<file path="config.mk">
export PLATFORM = sky130hd
export DESIGN_NAME = sdci_top
export DESIGN_NICKNAME = d
export VERILOG_FILES = /design/src/sdci_pkg.sv /design/src/sdci_top.sv
export SDC_FILE = /design/constraint.sdc
export NUM_CORES = 1
export LEC_CHECK = 0
export BUFFER_PORTS_ARGS = -buffer_cell sky130_fd_sc_hd__buf_4
export CAP_MARGIN = 20
export CORE_ASPECT_RATIO = 1.2
export CORE_MARGIN = 2
export CORE_UTILIZATION = 57
export CTS_CLUSTER_DIAMETER = 100
export CTS_CLUSTER_SIZE = 12
export DETAILED_ROUTE_END_ITERATION = 7
export PLACE_DENSITY_LB_ADDON = 0.1
export SKIP_CTS_REPAIR_TIMING = 1
export SLEW_MARGIN = 15
export SYNTH_ARGS = -nofsm -noshare
export SYNTH_HDL_FRONTEND = slang
export SYNTH_SLANG_ARGS = --single-unit
</file>
<file path="constraint.sdc">
create_clock -name clk_sys_i -period 4.55 [get_ports clk_sys_i]
set_input_delay 0 -clock clk_sys_i [delete_from_list [all_inputs] [get_ports clk_sys_i]]
set_output_delay 0 -clock clk_sys_i [all_outputs]
set_load 0.02 [all_outputs]
</file>
<file path="src/sdci_pkg.sv">
package sdci_pkg;

    // ------------------------------------------------------------------
    // frame layout
    // ------------------------------------------------------------------
    localparam int unsigned FRAME_BITS = 24;
    localparam int unsigned DATA_BITS  = 20;
    localparam int unsigned RW_BIT     = 23;
    localparam int unsigned ADDR_MSB   = 22;
    localparam int unsigned ADDR_LSB   = 20;
    localparam int unsigned DATA_MSB   = 19;

    localparam logic [4:0] FRAME_LEN  = 5'd24;  // exact count of falling shift clock edges
    localparam logic [4:0] FRAME_OVER = 5'd25;  // saturating count marking an over-long frame

    // ------------------------------------------------------------------
    // register addresses (frame address field)
    // ------------------------------------------------------------------
    localparam logic [2:0] ADDR_NOP       = 3'h0;
    localparam logic [2:0] ADDR_OUT_CODE  = 3'h1;
    localparam logic [2:0] ADDR_MODE_CFG  = 3'h2;
    localparam logic [2:0] ADDR_CLR_VALUE = 3'h3;
    localparam logic [2:0] ADDR_SOFT_CMD  = 3'h4;

    // ------------------------------------------------------------------
    // mode_config_reg fields and reset values
    // ------------------------------------------------------------------
    localparam int unsigned CFG_RBUF_BIT    = 1;
    localparam int unsigned CFG_CLAMP_BIT   = 2;  // output_ground_clamp
    localparam int unsigned CFG_TRI_BIT     = 3;
    localparam int unsigned CFG_SDO_DIS_BIT = 5;

    localparam logic [19:0] CFG_RESET   = 20'h0_0006;  // buffer bypass and ground clamp on
    localparam logic [19:0] CODE_RESET  = 20'h0_0000;
    localparam logic [19:0] CLRV_RESET  = 20'h0_0000;
    localparam logic [23:0] SHIFT_RESET = 24'h00_0000;

    // ------------------------------------------------------------------
    // soft_command_reg fields
    // ------------------------------------------------------------------
    localparam int unsigned CMD_LOAD_BIT  = 0;
    localparam int unsigned CMD_CLEAR_BIT = 1;
    localparam int unsigned CMD_RESET_BIT = 2;

    // ------------------------------------------------------------------
    // pin group and state
    // ------------------------------------------------------------------
    typedef struct packed {
        logic sclk;            // serial shift clock
        logic sync_n;          // frame select, active low
        logic serial_in_pin;   // serial data in
        logic load_update_n;   // load-update, active low
        logic clear_n;         // clear, active low
        logic reset_n;         // reset pin, active low
    } sdci_pins_t;

    typedef struct packed {
        logic [2:0]  sclk_sy;   // [0] first stage, [1] second, [2] edge history
        logic [2:0]  sync_sy;
        logic [1:0]  serial_in_pin_sy;
        logic [2:0]  load_update_n_sy;
        logic [1:0]  clr_sy;
        logic [1:0]  rst_sy;
        logic [23:0] shift;     // input shift register
        logic [4:0]  cnt;       // falling edges seen this frame
        logic [23:0] rd_shift;  // readback shifter, msb on the pin
        logic [19:0] code_pend; // written code awaiting an update
        logic        pend;
        logic [19:0] code;      // output_code_reg
        logic [19:0] cfg;       // mode_config_reg
        logic [19:0] clrv;      // clear_value_reg
    } sdci_state_t;

endpackage : sdci_pkg

</file>
<file path="src/sdci_top.sv">
// Contract
// - 24-bit frames, msb first, on shift clock
// - bit 23 read/write, 22:20 address, data below
// - write frames load the addressed register
// - read frames select code, config, clear readback
// - address zero does nothing at all
// - frames short of 24 edges are dropped
// - frames over 24 edges are dropped
// - select rise latches and applies the frame
// - shift clock rates up to stated limit
// - next frame shifts read data out
// - serial out released while select high
// - serial out enabled after reset
// - load-update low: update at select rise
// - load-update high: update at its falling edge
// - reset pin low holds all in reset
// - software reset equals reset pin
// - clear low loads clear value into code
// - clear blocks updates; clear value persists after
// - software clear equals clear pin
// - otherwise output follows output code register
// - any reset selects ground clamp mode
`timescale 1ns/1ps
module sdci_top
    import sdci_pkg::*;
(
    input  wire logic              clk_sys_i,            // system clock, 40 MHz
    input  wire logic              nrst_i,               // asynchronous reset, active low
    input  wire sdci_pkg::sdci_pins_t pins_i,            // asynchronous pins from the host
    output logic [19:0]            dac_code_o,           // code presented to the converter
    output logic                   ground_clamp_o,       // output clamped to ground
    output logic                   dac_tristate_o,       // converter output tristated
    output logic                   amp_bypass_o,         // buffer configuration bit
    output logic                   serial_out_pin_o,     // readback data
    output logic                   serial_out_pin_oe_o   // readback drive enable
);
    import sdci_pkg::*;

    // ------------------------------------------------------------------
    // state
    // ------------------------------------------------------------------
    sdci_state_t s_q;
    sdci_state_t s_d;

    // field extraction used by decode and readback
    function automatic logic [2:0] frame_addr(input logic [23:0] f);
        frame_addr = f[ADDR_MSB:ADDR_LSB];
    endfunction : frame_addr

    function automatic logic [19:0] frame_data(input logic [23:0] f);
        frame_data = f[DATA_MSB:0];
    endfunction : frame_data

    // ------------------------------------------------------------------
    // next state
    // ------------------------------------------------------------------
    // all pins pass two flops first; edges are found one stage later so
    // the first stage only ever feeds the second
    always_comb begin
        logic sclk_fall;
        logic sync_fall;
        logic sync_rise;
        logic load_update_n_fall;
        logic clear_act;
        logic soft_rst;
        logic soft_clr;
        logic soft_load;
        logic valid;
        logic [2:0] addr;
        logic [19:0] data;
        sclk_fall = 1'b0;
        sync_fall = 1'b0;
        sync_rise = 1'b0;
        load_update_n_fall = 1'b0;
        clear_act = 1'b0;
        soft_rst  = 1'b0;
        soft_clr  = 1'b0;
        soft_load = 1'b0;
        valid     = 1'b0;
        addr      = frame_addr(s_q.shift);
        data      = frame_data(s_q.shift);
        s_d       = s_q;

        // oversampling caps the shift clock near an eighth of the system clock
        s_d.sclk_sy = {s_q.sclk_sy[1:0], pins_i.sclk};
        s_d.sync_sy = {s_q.sync_sy[1:0], pins_i.sync_n};
        s_d.serial_in_pin_sy = {s_q.serial_in_pin_sy[0], pins_i.serial_in_pin};
        s_d.load_update_n_sy = {s_q.load_update_n_sy[1:0], pins_i.load_update_n};
        s_d.clr_sy  = {s_q.clr_sy[0], pins_i.clear_n};
        s_d.rst_sy  = {s_q.rst_sy[0], pins_i.reset_n};

        sclk_fall = s_q.sclk_sy[2] & ~s_q.sclk_sy[1];
        sync_fall = s_q.sync_sy[2] & ~s_q.sync_sy[1];
        sync_rise = ~s_q.sync_sy[2] & s_q.sync_sy[1];
        load_update_n_fall = s_q.load_update_n_sy[2] & ~s_q.load_update_n_sy[1];

        // frame start clears the count
        if (sync_fall) begin
            s_d.cnt = 5'd0;
        end

        // shift on each falling edge while selected; count saturates past 24
        if (sclk_fall && !s_q.sync_sy[1]) begin
            s_d.shift = {s_q.shift[FRAME_BITS-2:0], s_q.serial_in_pin_sy[1]};
            s_d.rd_shift = {s_q.rd_shift[FRAME_BITS-2:0], 1'b0};
            if (s_q.cnt != FRAME_OVER) begin
                s_d.cnt = s_q.cnt + 5'd1;
            end
        end

        // readback data is dropped once the frame that carries it ends
        if (sync_rise) begin
            s_d.rd_shift = SHIFT_RESET;
            valid = (s_q.cnt == FRAME_LEN);
        end

        // apply a complete frame at select rise
        if (valid && addr != ADDR_NOP) begin
            if (!s_q.shift[RW_BIT]) begin
                case (addr)
                    ADDR_OUT_CODE: begin
                        s_d.code_pend = data;
                        if (!s_q.load_update_n_sy[1]) begin
                            s_d.code = data;
                            s_d.pend = 1'b0;
                        end else begin
                            s_d.pend = 1'b1;
                        end
                    end
                    ADDR_MODE_CFG:  s_d.cfg  = data;
                    ADDR_CLR_VALUE: s_d.clrv = data;
                    ADDR_SOFT_CMD: begin
                        soft_load = data[CMD_LOAD_BIT];
                        soft_clr  = data[CMD_CLEAR_BIT];
                        soft_rst  = data[CMD_RESET_BIT];
                    end
                    default: ;
                endcase
            end else begin
                case (addr)
                    ADDR_OUT_CODE:  s_d.rd_shift = {1'b1, addr, s_q.code};
                    ADDR_MODE_CFG:  s_d.rd_shift = {1'b1, addr, s_q.cfg};
                    ADDR_CLR_VALUE: s_d.rd_shift = {1'b1, addr, s_q.clrv};
                    default: ;  // command register is write only
                endcase
            end
        end

        // deferred update on load-update fall or software load
        if ((load_update_n_fall || soft_load) && s_q.pend) begin
            s_d.code = s_q.code_pend;
            s_d.pend = 1'b0;
        end

        // clear wins over any update in the same cycle and cancels pending
        clear_act = ~s_q.clr_sy[1] | soft_clr;
        if (clear_act) begin
            s_d.code = s_d.clrv;
            s_d.pend = 1'b0;
        end

        // pin reset holds everything; software reset takes the same defaults
        if (!s_q.rst_sy[1] || soft_rst) begin
            s_d.shift     = SHIFT_RESET;
            s_d.cnt       = FRAME_OVER;  // a frame in flight is void
            s_d.rd_shift  = SHIFT_RESET;
            s_d.code_pend = CODE_RESET;
            s_d.pend      = 1'b0;
            s_d.code      = CODE_RESET;
            s_d.cfg       = CFG_RESET;
            s_d.clrv      = CLRV_RESET;
        end
    end

    // ------------------------------------------------------------------
    // registers
    // ------------------------------------------------------------------
    // idle pin levels are taken as reset values to avoid false edges
    always_ff @(posedge clk_sys_i or negedge nrst_i) begin
        if (!nrst_i) begin
            s_q.sclk_sy   <= 3'h7;
            s_q.sync_sy   <= 3'h7;
            s_q.serial_in_pin_sy   <= 2'h0;
            s_q.load_update_n_sy   <= 3'h7;
            s_q.clr_sy    <= 2'h3;
            s_q.rst_sy    <= 2'h3;
            s_q.shift     <= SHIFT_RESET;
            s_q.cnt       <= FRAME_OVER;
            s_q.rd_shift  <= SHIFT_RESET;
            s_q.code_pend <= CODE_RESET;
            s_q.pend      <= 1'b0;
            s_q.code      <= CODE_RESET;
            s_q.cfg       <= CFG_RESET;
            s_q.clrv      <= CLRV_RESET;
        end else begin
            s_q <= s_d;
        end
    end

    // ------------------------------------------------------------------
    // outputs
    // ------------------------------------------------------------------
    // clamp overrides the tristate bit, so both raise the tristate output
    assign dac_code_o          = s_q.code;
    assign ground_clamp_o      = s_q.cfg[CFG_CLAMP_BIT];
    assign dac_tristate_o      = s_q.cfg[CFG_CLAMP_BIT] | s_q.cfg[CFG_TRI_BIT];
    assign amp_bypass_o        = s_q.cfg[CFG_RBUF_BIT];
    assign serial_out_pin_o    = s_q.rd_shift[FRAME_BITS-1];
    assign serial_out_pin_oe_o = ~s_q.sync_sy[1] & ~s_q.cfg[CFG_SDO_DIS_BIT];

endmodule : sdci_top
</file>
# --- Word level (Yosys, flattened, before mapping) ---
# Index checks and enable logic that the tools add are counted.
word_totals:
  latchBits: 0
  mem_bits_rw: 0
  inputBits: 8
  mem_count: 0
  romBits: 0
  regBits: 149
  wordCells: 81
classes:
  n_lt_le_gt_ge: 0
  eq_ne: 9
  shifts: 0
  muxes: 26
  reduce_logical: 18
  div_mod_pow: 0
  bitwise_logic: 13
  n_addsub: 1
  n_mul: 0
ops:
  columns: ["operator", "count"]
  rows:
  - ["134-bit 2-to-1 mux", 1]
  - ["105-bit 2-to-1 mux", 1]
  - ["81-bit 2-to-1 mux", 1]
  - ["24-bit one-hot mux with 3 select lines", 1]
  - ["20-bit 2-to-1 mux", 3]
  - ["53-bit 2-to-1 mux", 1]
  - ["24-bit 2-to-1 mux", 2]
  - ["21-bit 2-to-1 mux", 2]
  - ["41-bit 2-to-1 mux", 1]
  - ["1-bit 2-to-1 mux", 11]
  - ["5-bit 2-to-1 mux", 2]
  - ["3-bit AND reduction", 3]
  - ["4-bit by 1-bit != test with 1-bit output (second input constant)", 2]
  - ["2-bit nonzero test", 4]
  - ["4-bit nonzero test", 2]
  - ["3-bit by 2-bit == test with 1-bit output (second input constant)", 2]
  - ["1-bit NOT", 6]
  - ["5-bit by 1-bit adder with 5-bit output (second input constant)", 1]
  - ["1-bit bitwise AND", 5]
  - ["5-bit == test (second input constant)", 1]
  - ["5-bit != test (second input constant)", 1]
  - ["4-bit AND reduction", 1]
  - ["3-bit by 1-bit == test with 1-bit output (second input constant)", 1]
  - ["3-bit == test (second input constant)", 1]
  - ["other kinds (6)", 11]

# --- Longest topological paths before layout ---
depth:
  depth_word: 12
  ltp_mapped: 10

# --- Worst setup path after synthesis ---
# No wires, ideal clock.
synth_path:
  path_kind: "reg-to-reg"
  start: "register s_q[105] in the netlist's numbering"
  end: "register s_q[32] in the netlist's numbering"
  required_time_ps: 4474
  n_path_buf: 2
  path_slack_ps: 2260
  arrival_ps: 2214
  setup_ps: 76
  synth_period_minus_slack_ps: 2290
  stages_incl_launch_ff: 11
  path_cell_list: "dfstp_2 inv_1 ha_1 nor4bb_1 a41oi_1 o31ai_1 nand2_1 buf_2 clkbuf_1 nand2_1 o21ai_1"
synth_via:
  elab_chain_len: 7
synth_rtl:
  columns: ["item", "line", "rtl"]
  rows:
  - ["start: declaration", "sdci_top.sv:42", "sdci_state_t s_q;"]
  - ["5-bit == test *", "sdci_top.sv:114", "valid = (s_q.cnt == FRAME_LEN);"]
  - ["1-bit 2-to-1 mux *", "sdci_top.sv:112", "if (sync_rise) begin"]
  - ["1-bit logical AND *", "sdci_top.sv:118", "if (valid && addr != ADDR_NOP) begin"]
  - ["1-bit 2-to-1 mux", "sdci_top.sv:118", null]
  - ["1-bit logical OR", "sdci_top.sv:163", "if (!s_q.rst_sy[1] || soft_rst) begin"]
  - ["2-bit by 1-bit != test with 1-bit output (no source line) or 2-bit nonzero test (tied branches)", null, null]
  - ["3-bit AND reduction (no source line)", null, null]
# Every way passes the cells marked *; elsewhere a longest branch is shown, timed or not.
# A chain may end at the register's enable or synchronous reset.

# --- Worst setup path after layout ---
layout_path:
  start: "register s_q[106] in the netlist's numbering"
  end: "register s_q (netlist bit dac_code_o[4])"
layout_via:
  elab_chain_len: 9
layout_rtl:
  columns: ["item", "line", "rtl"]
  rows:
  - ["5-bit == test *", "sdci_top.sv:114", null]
  - ["1-bit 2-to-1 mux *", "sdci_top.sv:112", null]
  - ["1-bit logical AND *", "sdci_top.sv:118", null]
  - ["1-bit 2-to-1 mux", "sdci_top.sv:118", null]
  - ["1-bit logical OR", "sdci_top.sv:150", "if ((load_update_n_fall || soft_load) && s_q.pend) begin"]
  - ["1-bit logical AND", "sdci_top.sv:150", null]
  - ["21-bit 2-to-1 mux", "sdci_top.sv:150", null]
  - ["21-bit 2-to-1 mux", "sdci_top.sv:157", "if (clear_act) begin"]
  - ["134-bit 2-to-1 mux", "sdci_top.sv:163", null]
# Every way passes the cells marked *; elsewhere a longest branch is shown, timed or not. The select of a mux whose other input is x is not followed.

==> metrics.yaml <==
hold_violations: 0
drc_errors: 0
antenna_found_initial: 0
gp_congestion: 0.964
ys.flop_type: "dfrtp_1"
cellLeakagePower_uw: 0.00333
tns_ns: 0
synth_area_sq_um: 7170
final_cell_mix: "nand2_1, dfrtp_1, a21oi_1, buf_4, nor2_1"
fin_crit_ns: 3.11
rsz0062_at_grt: "no"
htree_levels: 4
routed_wl_um: 17600
combinationalPowerShare: 0.047
drive_gt1_frac: 0.199
grt_max_degree: 109
internal-power_uw: 2270
max_freq_mhz: 322
critical_path_peak_fanout: 19
cts_tree: "yes"
critPathCaptureType: "register"
clkPwrFrac: 0.490
async_flop_share: 1.00
critPathArrivalTime_ns: 3.44
min_period_over_period: 0.683
ant_nets: 0
hpwl_um: 10500
drtPass1Iterations: 5
die_area_sq_um: 13500
run_status: "finished, final reports clean"
clkSinkCount: 149
synth.largest_area_cell: "dfrtp_1"
swShare: 0.225
core_area_sq_um: 12200
rows: 44
clk_path_buf_depth: 2
syn_to_final_growth_pct: 12.5
track_usage: 0.275
final_nets: 736
synth-edff-count: 0
synth_cells: 723
synthTopCellsByArea: "dfrtp_1, nand2_1, dfstp_2, a21oi_1, mux2i_1"
die_y_um: 127
slew_viol_final: 0
start_util: 0.589
syn_nets: 734
yosysSeqAreaShare: 0.523
portBuffers: 32
setup_violations: 0
max_slew_margin: 0.275
die_w_um: 106
grt_pass1_wl_um: 28700
viasPerCell: 6.08
crit_path_start_kind: "register"
synth_area_per_cell_sq_um: 9.91
skew_ns: 0.00884
critPathRequiredTime_ns: 4.88
seq_area_sq_um: 3750
dr_total_vias: 5467
maxCapViolCount: 0
synth_seq_cells: 149
synth_top_area_frac: 0.457
clock_latency_ns: 0.42
place_ws_ns: 1.46
worstMarginPinSlew_ns: 1.08
critPathKind: "register to register"
boundaryPins: 33
wl_per_cell_um: 19.5
numCtsBuffers: 17
drtIter0Drc: 389
p_sw_uw: 657
cts.clk_slew.worst_paths_ns: 0.06
hp-class: "primary input to register"
grt-ovfl-total: 0
multi_input_area_sq_um: 3040
grt_pass1_vias: 5492
p_per_area_nw_per_um2: 363
seq_power_share: 0.463
synth_warnings: 0
antenna_cells: 0
synth.distinct_cells: 60
nFillCells: 969
layout_setup_ws_ns: 1.44
final_common_cell: "nand2_1"
root_buffer: "clkbuf_16"
vdd_drop_max_mv: 0.231
[cells in the mapped netlist, types with 18 or more instances]
library cell  instances
clkbuf_1             34
a21oi_1              49
nand2_1             175
buf_4                20
mux2_2               20
o21ai_1              27
o22a_1               21
dfstp_2              18
o21ai_0              23
mux2i_1              23
dfrtp_1             131
a22oi_1              20
nor2_1               31
and2_1               19
[cell type report]
| class | count | area share |
|---|---|---|
| clock buffers | 20 | 0.0566 |
| flip-flops and latches | 149 | 0.465 |
| repair buffers | 51 | 0.0535 |
| inverters | 8 | 0.00372 |
| multi-input cells | 498 | 0.377 |
| clock inverters | 12 | 0.0189 |
| well taps | 161 | 0.0250 |
[registers in the layout, indices dropped and copies added, names as in the netlist]
signal and cells:
s_q 117, dac_code_o 20, s_d 9, amp_bypass_o 1
ground_clamp_o 1, serial_out_pin_o 1
[path summary, 6_finish.rpt]
path | start | endpoint | slack, ns | cells past startpoint
worst max-delay path | s_q[106] | dac_code_o[4] | 1.44 | 8
min in group asynchronous | nrst_i | s_q[5] | 0.26 | 2
max in group asynchronous | nrst_i | dac_code_o[13] | 3.19 | 3
worst min-delay path | pins_i[1] | s_d[137] | 0.22 | 2
worst max register to register | s_q[106] | dac_code_o[4] | 1.44 | 8
worst min register to register | s_d[142] | s_q[142] | 0.35 | 0
[per-layer routing]
layer  part of all wire  vias to the layer above  global-route usage
li1                   -                     2511                   -
met1               0.43                     2744               0.370
met2               0.50                      189               0.451
met3              0.054                       23              0.0534
met4              0.018                        0              0.0906
met5                  0                        -                   0
[worst max-delay path, stage by stage (launching register included)]
cell	delay, ns
dfrtp_1	0.41
inv_1	0.09
ha_1	0.23
nand3b_4	0.15
or3_4	0.37
or2_1	0.60
o22ai_4	0.80
a221oi_1	0.19
o21ai_1	0.18
[cell families (layout without fill, tap and decap cells)]
group,Yosys count,in the layout,synth area share
DFF,149,149,0.523
and+or+nand+nor,263,263,0.166
muxes,43,43,0.0635
buffers and inverters,76,91,0.0545
xor gates and xnor gates,2,2,0.00244
AOI/OAI and AO/OA,187,187,0.185
adders and majority gates,3,3,0.00524
[power groups by stage]
stage / clock network, uW / registers [uW] / logic [uW]
4_1_cts: 1450 / 1360 / 133
6_report: 1430 / 1360 / 137
3_5_place_dp: 0 / 1380 / 133
5_1_grt: 1510 / 1360 / 150
2_1_floorplan: 0 / 1380 / 68.8
3_3_place_gp: 0 / 1380 / 127
[through the flow]
| stage | area (sq um) | power [uW] | hold WS [ns] | cells | util |
|---|---|---|---|---|---|
| floorplan | 7170 | 1450 | -0.296 | 723 | - |
| global placement | 7340 | 1500 | 0.109 | 858 | 0.603 |
| detailed placement | 7380 | 1510 | 0.109 | 860 | 0.607 |
| CTS | 7990 | 2940 | -0.328 | 892 | 0.657 |
| global route | 8070 | 3020 | 0.224 | 899 | 0.663 |
| finish | 8070 | 2930 | 0.225 | 899 | 0.663 |
No activity file was read; power rests on OpenSTA's default activity.
